**src/hdl/bad_map.svh**
```systemverilog
`ifndef BAD_MAP_SVH
`define BAD_MAP_SVH
`define BAD_DIGIT_MAX   4'h9
`define BAD_DIGIT_FIX   4'h6
`define BAD_BYTE_ONE    8'h01
`define BAD_PORT_COUNT  4
`define BAD_RESULT_RESET 8'h00
`define BAD_FLAG_RESET   1'b0
`endif

```
**src/hdl/bad_pkg.sv**
```systemverilog
`default_nettype none
package bad_pkg;
    typedef enum logic [1:0] {
        BAD_SRC_ACC,
        BAD_SRC_REG,
        BAD_SRC_DIRECT,
        BAD_SRC_INDIRECT
    } bad_src_t;
    typedef enum logic [1:0] {
        BAD_OP_NONE,
        BAD_OP_FIXUP,
        BAD_OP_MINUS
    } bad_op_t;
endpackage
`default_nettype wire
```
**src/hdl/bad_core.sv**
```systemverilog
`include "bad_map.svh"
`default_nettype none
module bad_core
    import bad_pkg::*;
(
    // Clock and reset
    input  wire logic       mclk,
    input  wire logic       nrst,
    // Operation request
    input  wire logic       opValid,
    input  wire bad_op_t    opKind,
    input  wire bad_src_t   opSrc,
    input  wire logic       targetIsPort,
    input  wire logic [1:0] portSel,
    // Operand sources
    input  wire logic [7:0] accIn,
    input  wire logic [7:0] regIn,
    input  wire logic [7:0] directIn,
    input  wire logic [7:0] indirectIn,
    input  wire logic [7:0] portLatch0,
    input  wire logic [7:0] portLatch1,
    input  wire logic [7:0] portLatch2,
    input  wire logic [7:0] portLatch3,
    // Status flags in
    input  wire logic       carryIn,
    input  wire logic       auxCarryIn,
    input  wire logic       overflowIn,
    // Result
    output logic      [7:0] resultOut,
    output bad_src_t        resultDest,
    output logic            resultValid,
    output logic            carryOut,
    output logic            auxCarryOut,
    output logic            overflowOut
);
    logic       doFixup;
    logic       doMinus;

    logic [7:0] portVal;
    logic [7:0] operand;
    logic [7:0] minusVal;

    logic [7:0] fixAcc;
    logic       fixCarry;

    logic [7:0] result_q;
    logic [7:0] result_d;

    bad_src_t   dest_q;
    bad_src_t   dest_d;

    logic       valid_q;
    logic       valid_d;

    logic       carry_q;
    logic       carry_d;

    logic       aux_q;
    logic       aux_d;

    logic       ovf_q;
    logic       ovf_d;

    bad_fixup uFixup (
        .accIn      (accIn),
        .carryIn    (carryIn),
        .auxCarryIn (auxCarryIn),
        .accOut     (fixAcc),
        .carryOut   (fixCarry)
    );

    // An undefined operation code is dropped here, so it never pulses a result.
    always_comb begin
        doFixup = 1'b0;
        doMinus = 1'b0;
        if (opValid) begin
            case (opKind)
                BAD_OP_FIXUP: begin
                    doFixup = 1'b1;
                end
                BAD_OP_MINUS: begin
                    doMinus = 1'b1;
                end
                default: begin
                    doFixup = 1'b0;
                    doMinus = 1'b0;
                end
            endcase
        end
    end

    // Ports are read from their latch so pin loading cannot corrupt the value.
    always_comb begin
        case (portSel)
            2'h0: begin
                portVal = portLatch0;
            end
            2'h1: begin
                portVal = portLatch1;
            end
            2'h2: begin
                portVal = portLatch2;
            end
            default: begin
                portVal = portLatch3;
            end
        endcase
    end

    always_comb begin
        case (opSrc)
            BAD_SRC_ACC: begin
                operand = accIn;
            end
            BAD_SRC_REG: begin
                operand = regIn;
            end
            BAD_SRC_DIRECT: begin
                if (targetIsPort) begin
                    operand = portVal;
                end else begin
                    operand = directIn;
                end
            end
            default: begin
                operand = indirectIn;
            end
        endcase
    end

    // Plain modulo arithmetic gives the wrap from zero to all ones for free.
    always_comb begin
        minusVal = operand - `BAD_BYTE_ONE;
    end

    always_comb begin
        result_d = result_q;
        if (doFixup) begin
            result_d = fixAcc;
        end else if (doMinus) begin
            result_d = minusVal;
        end
    end

    always_ff @(posedge mclk) begin
        if (!nrst) begin
            result_q <= `BAD_RESULT_RESET;
        end else begin
            result_q <= result_d;
        end
    end

    always_comb begin
        dest_d = dest_q;
        if (doFixup) begin
            dest_d = BAD_SRC_ACC;
        end else if (doMinus) begin
            dest_d = opSrc;
        end
    end

    always_ff @(posedge mclk) begin
        if (!nrst) begin
            dest_q <= BAD_SRC_ACC;
        end else begin
            dest_q <= dest_d;
        end
    end

    // One pulse per taken request; requests may arrive on every cycle.
    always_comb begin
        valid_d = doFixup | doMinus;
    end

    always_ff @(posedge mclk) begin
        if (!nrst) begin
            valid_q <= 1'b0;
        end else begin
            valid_q <= valid_d;
        end
    end

    // Carry tracks its input except on a fix-up, which may only raise it.
    always_comb begin
        carry_d = carryIn;
        if (doFixup) begin
            carry_d = fixCarry;
        end
    end

    always_ff @(posedge mclk) begin
        if (!nrst) begin
            carry_q <= `BAD_FLAG_RESET;
        end else begin
            carry_q <= carry_d;
        end
    end

    // Neither operation may alter these flags, so they simply track their inputs.
    always_comb begin
        aux_d = auxCarryIn;
    end

    always_ff @(posedge mclk) begin
        if (!nrst) begin
            aux_q <= `BAD_FLAG_RESET;
        end else begin
            aux_q <= aux_d;
        end
    end

    always_comb begin
        ovf_d = overflowIn;
    end

    always_ff @(posedge mclk) begin
        if (!nrst) begin
            ovf_q <= `BAD_FLAG_RESET;
        end else begin
            ovf_q <= ovf_d;
        end
    end

    // Every output comes straight from a flip-flop.
    assign resultOut   = result_q;
    assign resultDest  = dest_q;
    assign resultValid = valid_q;
    assign carryOut    = carry_q;
    assign auxCarryOut = aux_q;
    assign overflowOut = ovf_q;
endmodule
`default_nettype wire

```
**src/hdl/bad_fixup.sv**
```systemverilog
`include "bad_map.svh"
`default_nettype none
module bad_fixup (
    // Operand and flags in
    input  wire logic [7:0] accIn,
    input  wire logic       carryIn,
    input  wire logic       auxCarryIn,
    // Result
    output logic      [7:0] accOut,
    output logic            carryOut
);
    logic [8:0] lowSum;
    logic [8:0] highSum;
    logic       lowCarry;
    always_comb begin
        lowSum = {1'b0, accIn};
        if (accIn[3:0] > `BAD_DIGIT_MAX || auxCarryIn) begin
            lowSum = {1'b0, accIn} + {5'h00, `BAD_DIGIT_FIX};
        end
        // A carry out of the low correction ripples into carry.
        lowCarry = lowSum[8] | carryIn;
        highSum = {1'b0, lowSum[7:0]};
        if (lowSum[7:4] > `BAD_DIGIT_MAX || lowCarry) begin
            highSum = {1'b0, lowSum[7:0]} + {1'b0, `BAD_DIGIT_FIX, 4'h0};
        end
        accOut = highSum[7:0];
        // Carry is only ever set, so a decimal overflow is never lost.
        carryOut = lowCarry | highSum[8];
    end
endmodule
`default_nettype wire

```
**config.mk**
```make
export PLATFORM = sky130hd
export DESIGN_NAME = bad_core
export DESIGN_NICKNAME = d
export VERILOG_FILES = /design/src/hdl/bad_pkg.sv /design/src/hdl/bad_core.sv /design/src/hdl/bad_fixup.sv
export VERILOG_INCLUDE_DIRS = /design/src /design/src/hdl
export SDC_FILE = /design/constraint.sdc
export NUM_CORES = 1
export LEC_CHECK = 0
export BUFFER_PORTS_ARGS = -buffer_cell sky130_fd_sc_hd__buf_2
export CAP_MARGIN = 10
export CORE_MARGIN = 5
export CORE_UTILIZATION = 44
export DETAILED_ROUTE_END_ITERATION = 16
export PLACE_DENSITY = 0.81
export SLEW_MARGIN = 5
export SYNTH_ARGS = -nofsm -noshare
export SYNTH_HDL_FRONTEND = slang
export SYNTH_SLANG_ARGS = --single-unit
```
**constraint.sdc**
```tcl
create_clock -name mclk -period 2.85 [get_ports mclk]
set_input_delay 0.285 -clock mclk [delete_from_list [all_inputs] [get_ports mclk]]
set_output_delay 0.285 -clock mclk [all_outputs]
set_load 0.005 [all_outputs]
```
==> results of run 1 <==
[cell type report]
class                           instances  area, sq um
Clock buffer                            3         22.5
Timing Repair Buffer                   91          458
Multi-Input combinational cell        163         1150
Inverter                               11         41.3
Tap cell                               46         57.6
Sequential cell                        14          280
Fill cell                             350         1350
[worst max path at each step]
stage	to	slack [ns]	depth (start not counted)
finish	resultOut[7]	0.75	10
global route	resultOut[7]	0.63	10
CTS	resultOut[7]	0.76	10
detailed placement	resultOut[7]	0.48	10
global placement	resultOut[7]	0.57	10
floorplan	resultOut[7]	0.78	10
[stage by stage]
| step | area [sq um] | instances | util, % | power [mW] |
|---|---|---|---|---|
| 6_report | 2010 | 328 | 59.8 | 0.579 |
| 5_1_grt | 2010 | 328 | 59.8 | 0.626 |
| 3_5_place_dp | 1990 | 325 | 59.1 | 0.481 |
| 2_1_floorplan | 1550 | 200 | - | 0.383 |
| 3_3_place_gp | 1990 | 325 | 59.1 | 0.475 |
| 4_1_cts | 2010 | 328 | 59.8 | 0.582 |
[state kept, by name, summed over array words and instances, names as in the netlist]
register and flops:
resultDest 2, carryOut 1, overflowOut 1, resultOut 8, auxCarryOut 1, resultValid 1
[worst max-delay path, delay by kind of cell]
family | cells | cell delay [ns]
AO/OA/AOI/OAI | 2 | 0.16
XOR/XNOR | 1 | 0.11
adder cells (fa/ha/maj) | 2 | 0.41
buffers and inverters | 2 | 0.21
AND/OR/NAND/NOR | 3 | 1.06
[power by group through the flow]
stage               Clock (mW)  Sequential (mW)  Combinational (mW)
floorplan                    0            0.222               0.161
global placement             0            0.221               0.254
detailed placement           0            0.221               0.259
CTS                      0.105            0.217               0.260
global route             0.117            0.219               0.291
finish                   0.101            0.217               0.261
[per-layer routing]
metal | GRT usage (%) | vias to the layer above | wire length [um]
met5 | 0 | - | 0
met4 | 5.21 | 0 | 74
met3 | 3.19 | 8 | 275
met2 | 33.3 | 53 | 2450
met1 | 23.1 | 840 | 1900
li1 | - | 913 | -
[kinds of logic (layout without fill, tap and decap cells)]
| group | after synthesis | after routing | synth area share [%] |
|---|---|---|---|
| AO/OA/AOI/OAI | 65 | 65 | 29.3 |
| XOR/XNOR | 10 | 10 | 5.65 |
| AND/OR/NAND/NOR | 60 | 60 | 18.6 |
| buffers and inverters | 23 | 105 | 7.59 |
| flip-flops | 14 | 14 | 18.1 |
| adder cells (fa/ha/maj) | 3 | 3 | 2.42 |
| multiplexers | 25 | 25 | 18.3 |
[placed cells by master, fill, tap and decap left out, types with 2 or more instances in the layout]
| cell type | instances |
|---|---|
| xnor2_1 | 6 |
| nor3_1 | 2 |
| xor2_1 | 4 |
| nor2_1 | 19 |
| nand4_1 | 2 |
| ha_1 | 3 |
| and3b_1 | 2 |
| o21ai_0 | 11 |
| mux2_2 | 7 |
| nand3_1 | 3 |
| a21o_1 | 2 |
| buf_2 | 90 |
| nand2_1 | 18 |
| o22ai_1 | 5 |
| mux2i_1 | 16 |
| a31oi_1 | 2 |
| o211ai_1 | 2 |
| nor3b_1 | 2 |
| a21oi_1 | 13 |
| clkbuf_4 | 3 |
| inv_1 | 10 |
| and2b_1 | 2 |
| mux4_2 | 2 |
| a211oi_1 | 4 |
| dfxtp_1 | 14 |
| o221ai_1 | 6 |
| nor2b_1 | 2 |
| a221oi_1 | 3 |
| a22oi_1 | 6 |
| a22o_1 | 4 |
| and2_1 | 3 |
==> impl_metrics.json, run 1 <==
{
  "status": "complete, no violations",
  "clk_pin_slew_ns": 0.07,
  "ios": 91,
  "tightest_slew_ns": 0.458,
  "fin_crit_ns": 2.10,
  "cp_max_fo": 8,
  "reg2reg_depth": 3,
  "holdPathEnd": "overflowOut",
  "routedWlPerCell_um": 14.3,
  "worstHoldPathType": "in -> reg",
  "cp-startpoint": "accIn[1]",
  "fmax_mhz": 476,
  "crit_type": "in -> reg",
  "ys_top_cells_by_count": "19 x nor2_1, 18 x nand2_1, 16 x mux2i_1, 14 x dfxtp_1, 13 x a21oi_1",
  "grt_max_degree": 24,
  "powerDensity_nw_per_um2": 288,
  "syn_area_per_cell_sq_um": 7.74,
  "insertion_delay_ns": 0.26,
  "cts-resized-gates": 0,
  "drt_iter0_markers": 129,
  "critPathMaxStageDelay_ns": 0.52,
  "io_buffers": 90,
  "drive_gt1_share_pct": 37.6,
  "grt_pass1_wl_um": 7720,
  "synth_seq_cells": 14,
  "rsz0062_at_grt": "no",
  "syn_nets": 280,
  "route.detailed.drc": 0,
  "diodes": 0,
  "ys_seq_area_share_pct": 18.1,
  "gr-usage-all-layers_pct": 18.8,
  "synth_edf_count": 0,
  "timing.rr.end": "resultDest[0]",
  "vias_per_cell": 5.53,
  "finalHoldViolations": 0,
  "p_sw_share_pct": 33.3,
  "r2r_start": "resultDest[0]",
  "fin_skew_ns": 0,
  "synth_async_sr_flop_share_pct": 0,
  "cpMaxStageDelayCell": "or4_1",
  "p_seq_share_pct": 37.4,
  "synth_top_area_share_pct": 18.1,
  "cts_root_buf": "clkbuf_4",
  "core_sq_um": 3360,
  "fin_crit_sh_pct": 73.7,
  "syn_inst": 200,
  "cts_tree": "done",
  "synth_top_cells_by_area": "dfxtp_1 18%, mux2i_1 10%, mux2_2 5.1%",
  "synth_warnings": 0,
  "via_count": 1814,
  "cp-end-kind": "register",
  "switchingPower_uw": 193,
  "r2r_slack_ns": 1.98,
  "numCtsBuffers": 3,
  "worstHoldPathCells": 2,
  "synthToLayoutAreaGrowth_pct": 29.8,
  "post_cts_buffers": 0,
  "pre_cts_ws_ns": 0.477,
  "grt_pass1_vias": 1728,
  "rows": 21,
  "die_x_um": 69.3,
  "antenna_found_initial": 0,
  "yosysMostFrequentCell": "nor2_1",
  "leakagePower_nw": 0.983,
  "start_util_pct": 46.1,
  "start_kind": "primary input",
  "path_cells": "buf_2, inv_1, ha_1, and3b_1, nor2b_1, xnor2_1, ha_1, or4_1, o2111ai_1, a31oi_1",
  "hold_start": "overflowIn",
  "maxSlewViolCount": 0,
  "die_h_um": 69.3,
  "synth_top_area_cell": "dfxtp_1",
  "synthFlopType": "dfxtp_1",
  "dp_hpwl_um": 3970,
  "tns_ns": 0,
  "syn_area_sq_um": 1550,
  "power.internal_uw": 387,
  "dr.pass1.iters": 5,
  "slew_headroom_pct": 69.4,
  "drv.max_cap_violation_count": 0,
  "h-tree-depth": 1,
  "ir_worst_vdd_mv": 0.118,
  "critPathArrivalTime_ns": 2.25,
  "wl_um": 4690,
  "grt.overflow.total": 0,
  "fin_ws_ns": 0.748,
  "place.gp.congestion": 0.872,
  "clk_path_buf_depth": 2,
  "hold_ws_ns": 0.226,
  "pwr-share-comb_pct": 45.1,
  "path_common_cell": "ha_1",
  "cp.required_ns": 3.00,
  "nNetsFinal": 364,
  "dieArea_sq_um": 4810,
  "ctsHoldBuffers": 0,
  "power_frac_clock_pct": 17.5,
  "ant_nets": 0,
  "setup_viol": 0,
  "ys_types": 46,
  "cts.sinks": 14
}
No activity file was read; power rests on OpenSTA's default activity.
==> run 2, diff against run 1 <==
--- a/config.mk
+++ b/config.mk
@@ -6,10 +6,11 @@
 export SDC_FILE = /design/constraint.sdc
 export NUM_CORES = 1
 export LEC_CHECK = 0
+export ABC_AREA = 1
 export BUFFER_PORTS_ARGS = -buffer_cell sky130_fd_sc_hd__buf_2
 export CAP_MARGIN = 10
 export CORE_MARGIN = 5
-export CORE_UTILIZATION = 44
+export CORE_UTILIZATION = 45
 export DETAILED_ROUTE_END_ITERATION = 16
 export PLACE_DENSITY = 0.81
 export SLEW_MARGIN = 5
==> constraint.sdc (replaced) <==
create_clock -name mclk -period 2.18 [get_ports mclk]
set_input_delay 0.218 -clock mclk [delete_from_list [all_inputs] [get_ports mclk]]
set_output_delay 0.218 -clock mclk [all_outputs]
set_load 0.005 [all_outputs]
==> impl_metrics.json, run 2 <==
{
  "status": "complete, no violations",
  "ios": 91,
  "final_util_pct": 60.3,
  "drt_iter0_markers": 70,
  "antenna_found_initial": 0,
  "place_inst": 424,
  "crit_type": "in -> reg",
  "die_x_um": 70.6,
  "syn_area_per_cell_sq_um": 5.68,
  "timing.rr.end": "resultOut[3]",
  "cts_tree": "done",
  "finalHoldViolations": 0,
  "dieArea_sq_um": 4980,
  "leakagePower_nw": 1.25,
  "drv.max_cap_violation_count": 0,
  "grt_pass1_wl_um": 8160,
  "cts-resized-gates": 0,
  "ys_types": 38,
  "cts_root_buf": "clkbuf_8",
  "synth_top_area_cell": "nand2_1",
  "tightest_slew_ns": 0.578,
  "io_buffers": 90,
  "clk_pin_slew_ns": 0.05,
  "setup_viol": 0,
  "worstHoldPathType": "in -> reg",
  "synthFlopType": "dfxtp_1",
  "ctsHoldBuffers": 0,
  "dr.pass1.iters": 4,
  "ir_worst_vdd_mv": 0.140,
  "rsz0062_at_grt": "no",
  "r2r_slack_ns": 1.41,
  "maxSlewViolCount": 0,
  "synth_edf_count": 0,
  "fin_skew_ns": 0,
  "start_util_pct": 45.8,
  "yosysMostFrequentCell": "nand2_1",
  "grt.overflow.total": 0,
  "synth_top_area_share_pct": 19.3,
  "synth_top_cells_by_area": "nand2_1 19%, dfxtp_1 17%, nand3_1 7.3%",
  "critPathMaxStageDelay_ns": 0.26,
  "switchingPower_uw": 315,
  "fillCellCount": 369,
  "cts.sinks": 14,
  "cp_max_fo": 12,
  "place.gp.congestion": 0.846,
  "seqCellArea_sq_um": 280,
  "slew_headroom_pct": 61.3,
  "h-tree-depth": 1,
  "layout_commonest_cell": "buf_2",
  "tns_ns": 0,
  "hold_ws_ns": 0.156,
  "ant_nets": 0,
  "multi_input_area_sq_um": 1170,
  "synthToLayoutAreaGrowth_pct": 31.7,
  "fin_crit_ns": 1.65,
  "syn_inst": 291,
  "start_kind": "primary input",
  "path_common_cell": "nand2_1",
  "numCtsBuffers": 3,
  "rows": 22,
  "diodes": 0,
  "post_cts_buffers": 0,
  "grt_pass1_vias": 2041,
  "dp_hpwl_um": 4280,
  "via_count": 2089,
  "vias_per_cell": 4.88,
  "power.internal_uw": 590,
  "clk_path_buf_depth": 2,
  "synth_seq_cells": 14,
  "synth_warnings": 0,
  "die_h_um": 70.6,
  "most-common-layout-cells": "90 x buf_2, 85 x nand2_1, 31 x inv_1, 31 x nor2_1, 24 x nand3_1",
  "gr-usage-all-layers_pct": 19.5,
  "routedWlPerCell_um": 11.6,
  "cpMaxStageDelayCell": "nor2_2",
  "p_sw_share_pct": 34.8,
  "grt_max_degree": 14,
  "power_frac_clock_pct": 27.3,
  "r2r_start": "resultOut[3]",
  "fmax_mhz": 605,
  "synth_async_sr_flop_share_pct": 0,
  "ys_top_cells_by_count": "85 x nand2_1, 31 x inv_1, 31 x nor2_1, 24 x nand3_1, 17 x o21ai_0",
  "ys_seq_area_share_pct": 17.0,
  "nNetsFinal": 461,
  "drive_gt1_share_pct": 35.0,
  "largest_reg_flops": 8,
  "fin_cells": 428,
  "syn_nets": 371,
  "pwr-share-comb_pct": 41.6,
  "powerDensity_nw_per_um2": 416,
  "wl_um": 4970,
  "core_sq_um": 3610,
  "insertion_delay_ns": 0.24,
  "syn_area_sq_um": 1650,
  "reg2reg_depth": 4,
  "critPathArrivalTime_ns": 1.83,
  "endpoint": "resultOut[4]",
  "route.detailed.drc": 0,
  "p_seq_share_pct": 31.0,
  "cp-end-kind": "register",
  "cp.required_ns": 2.36,
  "cp-startpoint": "portSel[1]",
  "path_cells": "buf_2, nor2_2, nand2_1, nand3_1, nand2_1, nand2_1, nand2_1, nand2_1, nand2_4, ha_1, nand2_2, nor2_1, xnor2_1, nand2_1, a21oi_1",
  "fin_crit_sh_pct": 75.8
}
==> run 2: area by class of cell <==
cell class	count	share of cell area, %
Multi-Input combinational cell	230	53.9
Timing Repair Buffer	90	20.7
Sequential cell	14	12.9
Inverter	42	7.25
Tap cell	48	2.76
Clock buffer	4	2.53
==> run 2: cells by family after synthesis <==
| logic type | after synthesis | synth area share (%) |
|---|---|---|
| and+or+nand+nor | 171 | 47.3 |
| buffers and inverters | 47 | 12.1 |
| DFF | 14 | 17.0 |
| AOI/OAI and AO/OA | 52 | 19.2 |
| adders and majority gates | 3 | 2.27 |
| xor gates and xnor gates | 4 | 2.12 |
==> run 2: worst min-delay path by stage <==
stage | end | depth (start not counted) | startpoint | slack (ns)
6_report | overflowOut | 3 | overflowIn | 0.16
5_1_grt | overflowOut | 3 | overflowIn | 0.17
4_1_cts | overflowOut | 3 | overflowIn | 0.16
3_5_place_dp | overflowOut | 3 | overflowIn | 0.41
3_3_place_gp | overflowOut | 3 | overflowIn | 0.40
2_1_floorplan | auxCarryOut | 2 | auxCarryIn | 0.31
==> run 2: metal layers <==
| layer | wire, um | global-route usage, % | part of all wire [%] | up-vias |
|---|---|---|---|---|
| met5 | 0 | 0 | 0 | - |
| met4 | 85 | 6.05 | 1.7 | 0 |
| met3 | 431 | 3.84 | 8.7 | 7 |
| met2 | 2490 | 37.1 | 50 | 74 |
| met1 | 1960 | 21.5 | 39 | 895 |
| li1 | - | - | - | 1113 |
==> run 2: metrics by stage <==
stage / cell area (sq um) / setup WS (ns) / power, mW
6_report: 2170 / 0.528 / 0.905
3_3_place_gp: 2120 / 0.374 / 0.651
3_5_place_dp: 2120 / 0.299 / 0.658
4_1_cts: 2170 / 0.548 / 0.907
5_1_grt: 2170 / 0.322 / 0.970
2_1_floorplan: 1650 / 0.654 / 0.523
==> run 2: worst max-delay path: cells and delay by family <==
family                   cells  cell delay (ns)
AO/OA/AOI/OAI                1             0.12
AND/OR/NAND/NOR             11             0.95
buffers and inverters        1             0.16
adder cells (fa/ha/maj)      1             0.21
XOR/XNOR                     1             0.14
==> run 2: power groups by stage <==
| stage | sequential (mW) | combinational [mW] | clock [mW] |
|---|---|---|---|
| after floorplan | 0.288 | 0.235 | 0 |
| after global placement | 0.285 | 0.366 | 0 |
| after detailed placement | 0.286 | 0.372 | 0 |
| after CTS | 0.281 | 0.376 | 0.250 |
| after global routing | 0.283 | 0.426 | 0.261 |
| final | 0.281 | 0.377 | 0.247 |
==> run 3, diff against run 2 <==
==> constraint.sdc (replaced) <==
create_clock -name mclk -period 1.6 [get_ports mclk]
set_input_delay 0.16 -clock mclk [delete_from_list [all_inputs] [get_ports mclk]]
set_output_delay 0.16 -clock mclk [all_outputs]
set_load 0.005 [all_outputs]
==> impl_metrics.json, run 3 (synthesis gave the netlist of run 2 again) <==
{
  "start_util_pct": 45.8,
  "placed_area_sq_um": 2340,
  "setup_viol": 0,
  "routedWlPerCell_um": 11.2,
  "ctsHoldBuffers": 0,
  "most-common-layout-cells": "89 x buf_2, 84 x nand2_1, 31 x nor2_1",
  "cts.sinks": 14,
  "fin_crit_ns": 1.45,
  "largest_reg_flops": 8,
  "via_count": 2237,
  "rows": 22,
  "top_layer_used": "met4",
  "grt.overflow.total": 0,
  "fmax_mhz": 689,
  "ant_nets": 0,
  "fillCellCount": 354,
  "die_x_um": 70.6,
  "synthToLayoutAreaGrowth_pct": 45.8,
  "clk_pin_slew_ns": 0.05,
  "cts_root_buf": "clkbuf_8",
  "cp.required_ns": 1.73,
  "total_power_mw": 1.31,
  "grt_max_degree": 14,
  "powerDensity_nw_per_um2": 542,
  "vias_per_cell": 4.88,
  "ir_worst_vdd_mv": 0.285,
  "antenna_found_initial": 0,
  "layout_commonest_cell": "buf_2",
  "wl_um": 5140,
  "fin_cells": 458,
  "cts_tree": "done",
  "nNetsFinal": 491,
  "dr_wl_met3_um": 476,
  "clk_path_buf_depth": 2,
  "start_kind": "primary input",
  "hold_ws_ns": 0.0988,
  "worstHoldPathType": "in -> reg",
  "leakagePower_nw": 1.39,
  "fin_skew_ns": 0,
  "die_h_um": 70.6,
  "fin_crit_sh_pct": 90.8,
  "status": "complete, no violations",
  "final_util_pct": 66.8,
  "numCtsBuffers": 3,
  "maxSlewViolCount": 0,
  "io_buffers": 90,
  "cp-end-kind": "register",
  "critPathArrivalTime_ns": 1.58,
  "slew_headroom_pct": 71.5,
  "grt_pass1_vias": 2120,
  "core_sq_um": 3610,
  "finalInstanceArea_sq_um": 2410,
  "route.met2.wl_um": 2550,
  "dieArea_sq_um": 4980,
  "place.gp.congestion": 0.906,
  "dr.pass1.iters": 4,
  "route.detailed.drc": 0,
  "ios": 91,
  "dp_hpwl_um": 4490,
  "grt_pass1_wl_um": 8280,
  "wl_met1_um": 1930,
  "tightest_slew_ns": 0.426,
  "drv.max_cap_violation_count": 0,
  "h-tree-depth": 1,
  "finalHoldViolations": 0,
  "drt_iter0_markers": 95,
  "insertion_delay_ns": 0.24,
  "cp_max_fo": 3,
  "drive_gt1_share_pct": 40.5,
  "crit_type": "in -> reg",
  "place_inst": 453,
  "rsz0062_at_grt": "yes",
  "gr-usage-all-layers_pct": 19.9,
  "diodes": 0
}
==> run 3: cell count changes in the layout (fill, tap and decap cells not counted), sizes merged <==
cell / before / now
buf: 90 / 119
clkbuf: 4 / 5
==> run 3: layer usage <==
metal	vias to the layer above	global-route usage, %
li1	1174	-
met5	-	0
met4	0	11.1
met2	90	37.3
met3	16	5.40
met1	957	19.7
==> run 3: layout make-up <==
class                           instances  area [sq um]  share of cell area, %
Multi-Input combinational cell        230          1180                   48.9
Inverter                               42           158                   6.55
Tap cell                               48          60.1                   2.49
Timing Repair Buffer                  120           678                   28.2
Sequential cell                        14           280                   11.6
Clock buffer                            4          55.1                   2.29
==> run 3: worst max-delay path, cell delays in order <==
cell	delay, ns
buf_2	0.11
inv_1	0.07
ha_1	0.22
o21ai_1	0.14
nand2_1	0.07
nand2_1	0.07
o21ai_2	0.07
ha_1	0.19
xor2_1	0.16
nand2_1	0.06
o21ai_1	0.07
a21oi_2	0.14
a21oi_2	0.06
==> run 3: what timing repair did <==
action                     4_1_cts  5_1_grt
setup endpoints to repair        0        6
resized for setup                0        4
setup buffers                    0        1
==> run 3: power breakdown <==
part           internal (mW)  leakage, nW  switching [mW]
clock                  0.218       0.0288           0.119
combinational          0.275         1.25           0.313
sequential             0.373        0.115         0.00929
==> run 3: worst paths after layout <==
| kind | from | end | slack (ns) | cells past startpoint |
|---|---|---|---|---|
| setup / recovery | accIn[1] | resultOut[7] | 0.15 | 13 |
| hold / removal | overflowIn | overflowOut | 0.1 | 3 |
| setup reg to reg | resultOut[3] | resultOut[3] | 0.87 | 4 |
| hold reg to reg | resultOut[0] | resultOut[0] | 0.47 | 2 |
==> run 3: through the flow <==
| stage | setup slack, ns | setup TNS [ns] |
|---|---|---|
| 2_1_floorplan | 0.132 | 0 |
| 3_3_place_gp | -0.0806 | -0.274 |
| 3_5_place_dp | -0.149 | -0.654 |
| 4_1_cts | 0.115 | 0 |
| 5_1_grt | -0.0182 | -0.0192 |
| 6_report | 0.148 | 0 |
